==> src/hw/rcd_consts.svh <==
// Register map, field positions and reset values of the decimation chain
`ifndef RCD_CONSTS_SVH
`define RCD_CONSTS_SVH
// -----------------------------------------------------------------
// Register indices (byte address is four times the index)
// -----------------------------------------------------------------
`define RCD_IDX_DEC 10'h090
`define RCD_IDX_INT 10'h091
`define RCD_IDX_SCL 10'h092
`define RCD_IDX_C5 10'h093
`define RCD_IDX_STAT 10'h094
// -----------------------------------------------------------------
// Field positions
// -----------------------------------------------------------------
`define RCD_SCL_STRONG_LSB 0
`define RCD_SCL_WEAK_LSB 5
`define RCD_SCL_WEIGHT_BIT 10
`define RCD_SCL_INV_BIT 11
`define RCD_C5_RATIO_LSB 0
`define RCD_C5_SCALE_LSB 8
// -----------------------------------------------------------------
// Reset values and limits
// -----------------------------------------------------------------
`define RCD_DEC_RST 12'h000
`define RCD_INT_RST 9'h000
`define RCD_SCL_RST 12'h000
`define RCD_C5_RATIO_RST 6'h02
`define RCD_C5_RATIO_MIN 6'h02
`define RCD_C5_RATIO_MAX 6'h20
`define RCD_C5_SCALE_RST 5'h00
`define RCD_C5_SCALE_MAX 5'h14
`define RCD_C5_BASE_SHIFT 6'h05
`define RCD_FRAC_BITS 10
`define RCD_EXP_TOP 3'h7
`endif

==> src/hw/rcd_pkg.sv <==
// Types shared by the decimation chain
`default_nettype none
package rcd_pkg;
    // Wideband input sample with its converter exponent
    typedef struct packed {
        logic signed [13:0] data;
        logic [2:0] exp;
    } rcd_in_t;
    // Sample leaving toward the coefficient filter
    typedef struct packed {
        logic signed [23:0] data;
    } rcd_out_t;
    // Resampler sequencing, one-hot
    typedef enum logic [1:0] {
        RCD_IDLE = 2'b01,
        RCD_RUN = 2'b10
    } rcd_state_t;
endpackage : rcd_pkg
`default_nettype wire

==> src/hw/rcd_top.sv <==
// Resampling comb stage followed by the fifth-order decimator, APB configured
// How it works
// - Resampler decimates by the 12-bit stored value plus one.
// - Resampler zero-stuffs by the 9-bit stored value plus one.
// - Low five scale bits attenuate the input under strong signal.
// - Next five scale bits attenuate the input under weak signal.
// - Exponent weight bit picks 6 dB or 12 dB per exponent step.
// - Invert bit replaces the exponent by seven minus exponent.
// - One-to-one ratio bypasses the resampling comb but still applies input scaling.
// - Fifth-order decimator accepts ratios 2 through 32.
// - Fifth-order scale 0 to 20, 6 dB per step.
// - Five integrator-comb sections, gain divided by two to scale plus five.
// - Fifth-order decimator keeps up with full 80 MHz input.
// - One fifth-order output per ratio input samples.
// - Level indicator picks the scale; shift is exponent plus scale mod 32.
// - Zero-stuff by interpolation, then second-order comb decimating by M.
`timescale 1ns/1ps
`default_nettype none
`include "rcd_consts.svh"
module rcd_top
    import rcd_pkg::*;
(
    // Clock and reset
    input wire logic pclk,
    input wire logic presetn,
    // APB slave
    input wire logic psel,
    input wire logic penable,
    input wire logic pwrite,
    input wire logic [11:0] paddr,
    input wire logic [31:0] pwdata,
    output logic [31:0] prdata,
    output logic pready,
    output logic pslverr,
    // Samples from the frequency translator
    input wire logic in_valid,
    input wire rcd_in_t in_smp,
    input wire logic level_indicator,
    output logic in_ready,
    // Samples toward the coefficient filter
    output logic out_valid,
    output rcd_out_t out_smp
);

    // -----------------------------------------------------------------
    // Register file
    // -----------------------------------------------------------------
    logic [11:0] dec_reg;
    logic [8:0] int_reg;
    logic [11:0] scl_reg;
    logic [5:0] c5_ratio_reg;
    logic [4:0] c5_scale_reg;
    logic [15:0] out_cnt_reg;
    logic [4:0] shift_now;
    rcd_state_t state_reg;
    logic [9:0] idx;
    logic hit;
    logic wr_acc;
    logic [31:0] rd_mux;
    logic [5:0] wr_ratio;
    logic [4:0] wr_scale;

    assign idx = paddr[11:2];
    assign hit = (idx >= `RCD_IDX_DEC) && (idx <= `RCD_IDX_STAT);
    assign wr_acc = psel && penable && pwrite && hit;
    // Zero wait state: every access ends in its first access cycle
    assign pready = psel && penable;
    assign pslverr = psel && penable && (!hit || (pwrite && idx == `RCD_IDX_STAT));
    assign wr_ratio = pwdata[`RCD_C5_RATIO_LSB +: 6];
    assign wr_scale = pwdata[`RCD_C5_SCALE_LSB +: 5];

    // Read mux; unmapped words read zero
    always_comb begin
        rd_mux = 32'h0000_0000;
        case (idx)
            `RCD_IDX_DEC: rd_mux[11:0] = dec_reg;
            `RCD_IDX_INT: rd_mux[8:0] = int_reg;
            `RCD_IDX_SCL: rd_mux[11:0] = scl_reg;
            `RCD_IDX_C5: begin
                rd_mux[`RCD_C5_RATIO_LSB +: 6] = c5_ratio_reg;
                rd_mux[`RCD_C5_SCALE_LSB +: 5] = c5_scale_reg;
            end
            `RCD_IDX_STAT: begin
                rd_mux[0] = (state_reg == RCD_RUN);
                rd_mux[12:8] = shift_now;
                rd_mux[31:16] = out_cnt_reg;
            end
            default: rd_mux = 32'h0000_0000;
        endcase
    end

    // Read data captured in the setup cycle so it leaves a flop
    always_ff @(posedge pclk or negedge presetn) begin
        if (!presetn) begin
            prdata <= 32'h0000_0000;
        end else if (psel && !penable && !pwrite) begin
            prdata <= rd_mux;
        end
    end

    // Writes; out-of-range fifth-order settings are clamped at entry
    always_ff @(posedge pclk or negedge presetn) begin
        if (!presetn) begin
            dec_reg <= `RCD_DEC_RST;
            int_reg <= `RCD_INT_RST;
            scl_reg <= `RCD_SCL_RST;
            c5_ratio_reg <= `RCD_C5_RATIO_RST;
            c5_scale_reg <= `RCD_C5_SCALE_RST;
        end else if (wr_acc) begin
            if (idx == `RCD_IDX_DEC) dec_reg <= pwdata[11:0];
            if (idx == `RCD_IDX_INT) int_reg <= pwdata[8:0];
            if (idx == `RCD_IDX_SCL) scl_reg <= pwdata[11:0];
            if (idx == `RCD_IDX_C5) begin
                if (wr_ratio < `RCD_C5_RATIO_MIN) c5_ratio_reg <= `RCD_C5_RATIO_MIN;
                else if (wr_ratio > `RCD_C5_RATIO_MAX) c5_ratio_reg <= `RCD_C5_RATIO_MAX;
                else c5_ratio_reg <= wr_ratio;
                if (wr_scale > `RCD_C5_SCALE_MAX) c5_scale_reg <= `RCD_C5_SCALE_MAX;
                else c5_scale_reg <= wr_scale;
            end
        end
    end

    // -----------------------------------------------------------------
    // Input scaling
    // -----------------------------------------------------------------
    logic [2:0] exp_eff;
    logic [4:0] scl_sel;
    logic [5:0] exp_db;
    logic [5:0] shift_sum;
    logic signed [23:0] in_wide;
    logic signed [23:0] scaled;

    // Inverted exponent counts down from the top code
    assign exp_eff = scl_reg[`RCD_SCL_INV_BIT] ? (`RCD_EXP_TOP - in_smp.exp) : in_smp.exp;
    // 12 dB steps are two 6 dB shifts
    assign exp_db = scl_reg[`RCD_SCL_WEIGHT_BIT] ? {2'b00, exp_eff, 1'b0} : {3'b000, exp_eff};
    // Level indicator chooses the attenuator-compensated field
    assign scl_sel = level_indicator ? scl_reg[`RCD_SCL_STRONG_LSB +: 5]
                                     : scl_reg[`RCD_SCL_WEAK_LSB +: 5];
    assign shift_sum = exp_db + {1'b0, scl_sel};
    assign shift_now = shift_sum[4:0];
    // Fraction bits below the input keep small-signal detail after the shift
    assign in_wide = {in_smp.data, {`RCD_FRAC_BITS{1'b0}}};
    assign scaled = in_wide >>> shift_now;

    // -----------------------------------------------------------------
    // Resampling comb stage
    // -----------------------------------------------------------------
    logic signed [23:0] hold_reg;
    logic [8:0] phase_reg;
    logic [11:0] dcnt_reg;
    logic signed [47:0] i1_reg, i2_reg, d1_reg, d2_reg;
    logic signed [47:0] x_now, i1_next, i2_next, c1_next, c2_next;
    logic r_valid;
    logic signed [23:0] r_data;
    logic emit;
    logic bypass;

    // One sample per L+1 cycles; at 200 MHz this clears 80 MHz only when L is 1
    assign in_ready = (state_reg == RCD_IDLE);
    // Zero-stuffed stream: sample on the first phase, zeros after
    assign x_now = (phase_reg == 9'h000) ? 48'(hold_reg) : 48'sh0;
    assign i1_next = i1_reg + x_now;
    assign i2_next = i2_reg + i1_next;
    assign c1_next = i2_next - d1_reg;
    assign c2_next = c1_next - d2_reg;
    assign emit = (state_reg == RCD_RUN) && (dcnt_reg == dec_reg);
    // Ratio 1/1 skips the filter but keeps the input scaling
    assign bypass = (dec_reg == 12'h000) && (int_reg == 9'h000);

    // Sequencer: one stuffed phase per cycle
    always_ff @(posedge pclk or negedge presetn) begin
        if (!presetn) begin
            state_reg <= RCD_IDLE;
            phase_reg <= 9'h000;
            hold_reg <= 24'sh0;
        end else begin
            case (state_reg)
                RCD_IDLE: begin
                    if (in_valid) begin
                        hold_reg <= scaled;
                        phase_reg <= 9'h000;
                        state_reg <= RCD_RUN;
                    end
                end
                RCD_RUN: begin
                    if (phase_reg == int_reg) state_reg <= RCD_IDLE;
                    else phase_reg <= phase_reg + 9'h001;
                end
                default: state_reg <= RCD_IDLE;
            endcase
        end
    end

    // Two integrators, two combs at the decimated instants
    always_ff @(posedge pclk or negedge presetn) begin
        if (!presetn) begin
            i1_reg <= 48'sh0;
            i2_reg <= 48'sh0;
            d1_reg <= 48'sh0;
            d2_reg <= 48'sh0;
            dcnt_reg <= 12'h000;
        end else if (state_reg == RCD_RUN) begin
            i1_reg <= i1_next;
            i2_reg <= i2_next;
            if (emit) begin
                dcnt_reg <= 12'h000;
                d1_reg <= i2_next;
                d2_reg <= c1_next;
            end else begin
                dcnt_reg <= dcnt_reg + 12'h001;
            end
        end
    end

    // At 1/1 the held sample goes out directly, so no stale comb history leaks in
    always_ff @(posedge pclk or negedge presetn) begin
        if (!presetn) begin
            r_valid <= 1'b0;
            r_data <= 24'sh0;
        end else begin
            r_valid <= emit;
            if (emit && bypass) r_data <= hold_reg;
            else if (emit) r_data <= c2_next[23:0];
        end
    end

    // -----------------------------------------------------------------
    // Fifth-order decimator
    // -----------------------------------------------------------------
    logic signed [49:0] ig_reg [5];
    logic signed [49:0] ig_next [5];
    logic signed [49:0] dl_reg [5];
    logic signed [49:0] cb_val [6];
    logic [5:0] c5cnt_reg;
    logic c5_emit;
    logic [5:0] c5_shift;
    logic signed [49:0] c5_scaled;

    assign c5_emit = r_valid && (c5cnt_reg == c5_ratio_reg - 6'h01);
    assign cb_val[0] = ig_next[4];

    // Integrator cascade and comb cascade, one section per step
    for (genvar k = 0; k < 5; k++) begin : g_sec
        if (k == 0) begin : g_first
            assign ig_next[k] = ig_reg[k] + 50'(r_data);
        end else begin : g_rest
            assign ig_next[k] = ig_reg[k] + ig_next[k-1];
        end
        assign cb_val[k+1] = cb_val[k] - dl_reg[k];
        always_ff @(posedge pclk or negedge presetn) begin
            if (!presetn) begin
                ig_reg[k] <= 50'sh0;
                dl_reg[k] <= 50'sh0;
            end else if (r_valid) begin
                ig_reg[k] <= ig_next[k];
                if (c5_emit) dl_reg[k] <= cb_val[k];
            end
        end
    end

    // Gain removed as two to the scale plus five
    assign c5_shift = {1'b0, c5_scale_reg} + `RCD_C5_BASE_SHIFT;
    assign c5_scaled = cb_val[5] >>> c5_shift;

    // Ratio counter and registered output
    always_ff @(posedge pclk or negedge presetn) begin
        if (!presetn) begin
            c5cnt_reg <= 6'h00;
            out_valid <= 1'b0;
            out_smp <= '0;
            out_cnt_reg <= 16'h0000;
        end else begin
            out_valid <= c5_emit;
            if (r_valid) c5cnt_reg <= c5_emit ? 6'h00 : c5cnt_reg + 6'h01;
            if (c5_emit) begin
                out_smp.data <= c5_scaled[23:0];
                out_cnt_reg <= out_cnt_reg + 16'h0001;
            end
        end
    end
endmodule : rcd_top
`default_nettype wire

==> config.mk <==
export PLATFORM = sky130hd
export DESIGN_NAME = rcd_top
export DESIGN_NICKNAME = d
export VERILOG_FILES = /design/src/hw/rcd_pkg.sv /design/src/hw/rcd_top.sv
export VERILOG_INCLUDE_DIRS = /design/src /design/src/hw
export SDC_FILE = /design/constraint.sdc
export NUM_CORES = 2
export LEC_CHECK = 0
export BUFFER_PORTS_ARGS = -buffer_cell sky130_fd_sc_hd__buf_2
export CELL_PAD_IN_SITES_DETAIL_PLACEMENT = 0
export CELL_PAD_IN_SITES_GLOBAL_PLACEMENT = 1
export CORE_MARGIN = 5
export CORE_UTILIZATION = 46
export CTS_CLUSTER_SIZE = 40
export DETAILED_ROUTE_END_ITERATION = 12
export PLACE_DENSITY_LB_ADDON = 0.1
export SYNTH_ARGS = -nofsm -noshare
export SYNTH_HDL_FRONTEND = slang
export SYNTH_SLANG_ARGS = --single-unit
export TNS_END_PERCENT = 20
==> constraint.sdc <==
create_clock -name pclk -period 22 [get_ports pclk]
set_input_delay 2.2 -clock pclk [delete_from_list [all_inputs] [get_ports pclk]]
set_output_delay 2.2 -clock pclk [all_outputs]
set_load 0.05 [all_outputs]
# [Word level (Yosys, flattened, before mapping)]
# Index checks and enable logic that the tools add are counted.
[classes] n_lt_le_gt_ge=5 reduce_logical=30 n_shift=2 n_mux=24 addsub=22 eq_ne=13
[op_table] operator="$sub A50 B50 Y50" count=5
[op_table] operator="$add A50 B50 Y50" count=4
[op_table] operator="$add A48 B48 Y48" count=2
[op_table] operator="$add A50 B24 Y50" count=1
[op_table] operator="$eq A10 B8 Y1 const B" count=5
[op_table] operator="$sshr A50 B6 Y24" count=1
[op_table] operator="$mux W24" count=2
[op_table] operator="$mux W48" count=1
[op_table] operator="$sub A24 B24 Y24" count=2
[op_table] operator="$sshr A24 B5 Y24" count=1
[op_table] operator="$pmux W5 S4" count=1
[op_table] operator="$logic_not A9 Y1" count=2
[op_table] operator="$mux W6" count=3
[op_table] operator="$mux W9" count=2
[op_table] operator="$pmux W9 S2" count=1
[op_table] operator="$add A16 B1 Y16 const B" count=1
[op_table] operator="$mux W16" count=1
[op_table] operator="$reduce_and A2 Y1" count=8
[op_table] operator="$add A12 B1 Y12 const B" count=1
[op_table] operator="$eq A12 B12 Y1" count=1
[op_table] operator="$logic_and A1 B1 Y1" count=12
[op_table] operator="$logic_not A12 Y1" count=1
[op_table] operator="$mux W12" count=1
[op_table] operator="$pmux W3 S4" count=1
[op_table] operator="other kinds (29)" count=36
[totals] ff_bits=836

# [Logic depth before layout (Yosys ltp)]
[logic_depth] ltp_word=11 ltp_mapped=98 mapped_depth_nobuf=97

# [Worst setup path after synthesis]
# No wires, ideal clock.
[synth_timing] path_kind="register -> register" startpoint="register r_data[0]" endpoint="register out_smp[18] (netlist name)" setup_ns=0.126 arrival_ns=16.449 stages_incl_launch_ff=94 n_path_buf=1 slack_ns=5.425 path_cell_list="dfrtp_1 ha_1 inv_1 fa_1 nor2b_1 o21ai_0 a21boi_0 o21ai_0 a21boi_0 o21ai_0 a21boi_0 o21ai_0 nand2b_1 xor2_1 ha_1 nand4_1 a221oi_1 or2_2 [58 not listed] o21a_1 xnor2_1 ha_1 clkbuf_1 a21o_1 and2_1 o21a_1 o21a_1 o21ai_0 nand3_1 a31oi_1 xor2_1 xnor3_2 nor3_1 a21o_1 nor2_1 o211a_1 o32a_1"
[synth_rtl] item="start: declaration" line_no="rcd_top.sv:155" rtl="logic signed [23:0] r_data;"
[synth_rtl] item="start signal: assignment" line_no="rcd_top.sv:223" rtl="if (emit && bypass) r_data <= hold_reg;"
[synth_rtl] item="start signal: assignment" line_no="rcd_top.sv:224" rtl="else if (emit) r_data <= c2_next[23:0];"
[synth_rtl] item="end: declaration" line_no="rcd_top.sv:42" rtl="output rcd_out_t out_smp"

==> metrics.log <==
[metrics] result of the run: finished, final reports clean
[metrics] PnR worst setup slack: 1820 ps
[metrics] I/O pin count: 128
[metrics] detailed-route via count: 51225
[metrics] flops & latches, synth: 788
[metrics] post-synth cell types: 111
[metrics] slew at the pin with the worst max-slew slack: 1130 ps
[metrics] maximum number of pins on one net before global-route repair: 136
[metrics] number of core rows: 136
[metrics] sequential fraction of the synthesis area: 31.1%
[metrics] area leader, netlist: sky130_fd_sc_hd__dfrtp_1
[metrics] top_reg_cell synth: sky130_fd_sc_hd__dfrtp_1
[metrics] number of nets in the layout: 8070
[metrics] Max Cap Violations: 0
[metrics] combined buffer and inverter count along the critical path: 1
[metrics] gp weighted congestion: 0.852
[metrics] number of levels in the clock H-tree: 3
[metrics] largest delay contributor family on the critical path: compound AO/OA/AOI/OAI gates
[metrics] TritonCTS clock tree: done
[metrics] category of the worst setup path launch point: flip-flop
[metrics] die outline width: 381 um
[metrics] slowest stage cell on the critical path: sky130_fd_sc_hd__a311oi_1
[metrics] total routing usage reported by global routing: 20.7%
[metrics] drt pass-1 iters: 6
[metrics] initial core utilization: 46.2%
[metrics] number of resized instances in the post-cts repair step: 0
[metrics] sum of negative setup slack: 0 ps
[metrics] hold-fix buffer count after cts: 0
[metrics] sinks on the clock net: 788
[metrics] area growth from synthesis to layout: 9.15%
[metrics] Slew headroom: 24.9%
[metrics] required time of the critical path: 22620 ps
[metrics] Post-Synthesis Mean Instance Area: 8.59 um2
[metrics] worst min-delay path category: reg -> reg
[metrics] Die Span Y: 381 um
[metrics] via count of the first global-routing pass: 49320
[metrics] die area: 0.145 mm2
[metrics] remaining global-route overflow: 0
[metrics] final max-slew violation count: 0
[metrics] number of port buffers: 103
[metrics] Iter 0 DRT Violations: 2904
[metrics] number of warning messages in the yosys log: 0
[metrics] cells taking the most area after synthesis: sky130_fd_sc_hd__dfrtp_1 (31%), sky130_fd_sc_hd__ha_1 (12%), sky130_fd_sc_hd__mux2_2 (5.6%), sky130_fd_sc_hd__xnor2_1 (5.3%), sky130_fd_sc_hd__o21ai_0 (5.1%)
[metrics] cts bufs inserted: 100
[metrics] hpwl dp: 116 mm
[metrics] fraction of the cycle the final worst path needs: 91.7%
[metrics] Synth top cells by count: sky130_fd_sc_hd__nand2_1 (848), sky130_fd_sc_hd__dfrtp_1 (786), sky130_fd_sc_hd__o21ai_0 (639)
[metrics] most repeated library cell on the critical path: sky130_fd_sc_hd__ha_1
[metrics] post-synthesis async set-or-reset flop share: 100%
[metrics] count of final hold-check violations: 0
[metrics] worst clock skew on the final layout: 46.7 ps
[metrics] number of setup buffers added after CTS: 0
[metrics] highest attainable clock frequency: 49.6 MHz
[metrics] CP Max Fanout: 15
[metrics] unrepaired setup endpoints after global routing: no
[metrics] count of antenna-violating nets left after detailed routing: 0
[metrics] clock tree root buffer cell: sky130_fd_sc_hd__clkbuf_16
[metrics] global-route wire length before repair: 255 mm
[metrics] worst hold slack: 471 ps
[metrics] placeable core area: 0.137 mm2
[metrics] count of flip-flops with a built-in enable after synthesis: 0
[metrics] cell with the most instances after synthesis: sky130_fd_sc_hd__nand2_1
[metrics] arrival time at the worst endpoint: 20800 ps
[metrics] minimum clock period: 20180 ps
[metrics] area share of the leading cell type in the synthesized netlist: 31.1%
[metrics] count of fill cells added during filler insertion: 13296
[metrics] final-report setup violation count: 0
[metrics] wirelength, routed: 153 mm
[metrics] clock input transition at the sequential cells of the worst setup and hold paths: 60 ps
[metrics] synthesized netlist cell count: 7370
[metrics] Crit. End Element: flip-flop
[metrics] routed length per placed instance: 16.6 um
[metrics] share of final-layout standard cells stronger than drive strength 1: 9.84%
[metrics] kind of critical path: reg -> reg
[metrics] total standard cell area after synthesis: 0.0633 mm2
[metrics] largest stage delay on the critical path: 730 ps
[metrics] antenna violations before repair: 7
[metrics] share of the core filled with cells: 50.4%
[metrics] Clock Latency Late Sink: 700 ps
[metrics] Worst Setup Slack post-DPL: 2060 ps
[metrics] clk buf depth: 3
[metrics] average vias per placed instance: 5.53
[metrics] number of remaining DRC errors: 0
## stage by stage
stage | cell area (um2) | instances
6_report | 69100 | 9256
5_1_grt | 69100 | 9256
4_1_cts | 69100 | 9255
3_5_place_dp | 65600 | 9073
3_3_place_gp | 65600 | 9073
2_1_floorplan | 63300 | 7372
## per-layer routing
layer	part of all wire, %	vias up	track usage (%)
li1	-	26146	-
met3	3.4	198	2.42
met5	0	-	0
met1	49	24187	29.4
met4	2.5	0	5.72
met2	45	694	33.4
## placed cells by master, fill, tap and decap left out, drive strengths merged, types with 285 or more instances in the layout
cell,instances
mux2,316
a21o,285
ha,606
nand2,848
o21ai,677
nor2,450
a21oi,583
dfrtp,786
inv,505
xnor2,389
## kinds of logic (layout without fill, tap and decap cells)
group	after synthesis	after routing	share of synthesized area, %
AO/OA/AOI/OAI	2200	2200	21.8
AND/OR/NAND/NOR	2002	2002	14.4
flip-flops	788	788	31.1
buffers and inverters	746	835	4.46
adder cells (fa/ha/maj)	621	621	12.5
XOR/XNOR	603	603	8.50
multiplexers	409	409	7.25
other	1	4	0.00592
## worst register-to-register path, delay by kind of cell, from the launching register on
family | cells | cell delay [ps]
compound gates | 42 | 10210
xor+xnor | 10 | 2000
fa+ha+maj | 11 | 3650
buf+inv | 1 | 60
flops | 1 | 380
simple gates | 22 | 3790
## final timing paths
kind	start	endpoint	slack [ps]	depth (start not counted)
max reg2reg	r_data[0]	out_smp[19]	1820	86
max	r_data[0]	out_smp[19]	1820	86
max in group asynchronous	presetn	r_valid	17000	5
min	prdata[23]	prdata[23]	470	2
min reg2reg	prdata[23]	prdata[23]	470	2
min in group asynchronous	presetn	dl_reg[46]	1520	1
## area by class of cell
| type | count | area, um2 | area share [%] |
|---|---|---|---|
| diodes | 1 | 2.50 | 0.00362 |
| clock buffers | 144 | 2890 | 4.18 |
| clock inverters | 38 | 596 | 0.862 |
| inverters | 503 | 1900 | 2.74 |
| multi-input cells | 5838 | 40900 | 59.1 |
| flip-flops and latches | 788 | 19700 | 28.5 |
| well taps | 1794 | 2240 | 3.25 |
| repair buffers | 150 | 891 | 1.29 |
Power is left out: the tool's default activity adds up to more than one toggle a clock period on the data nets, which glitch-free logic cannot reach.
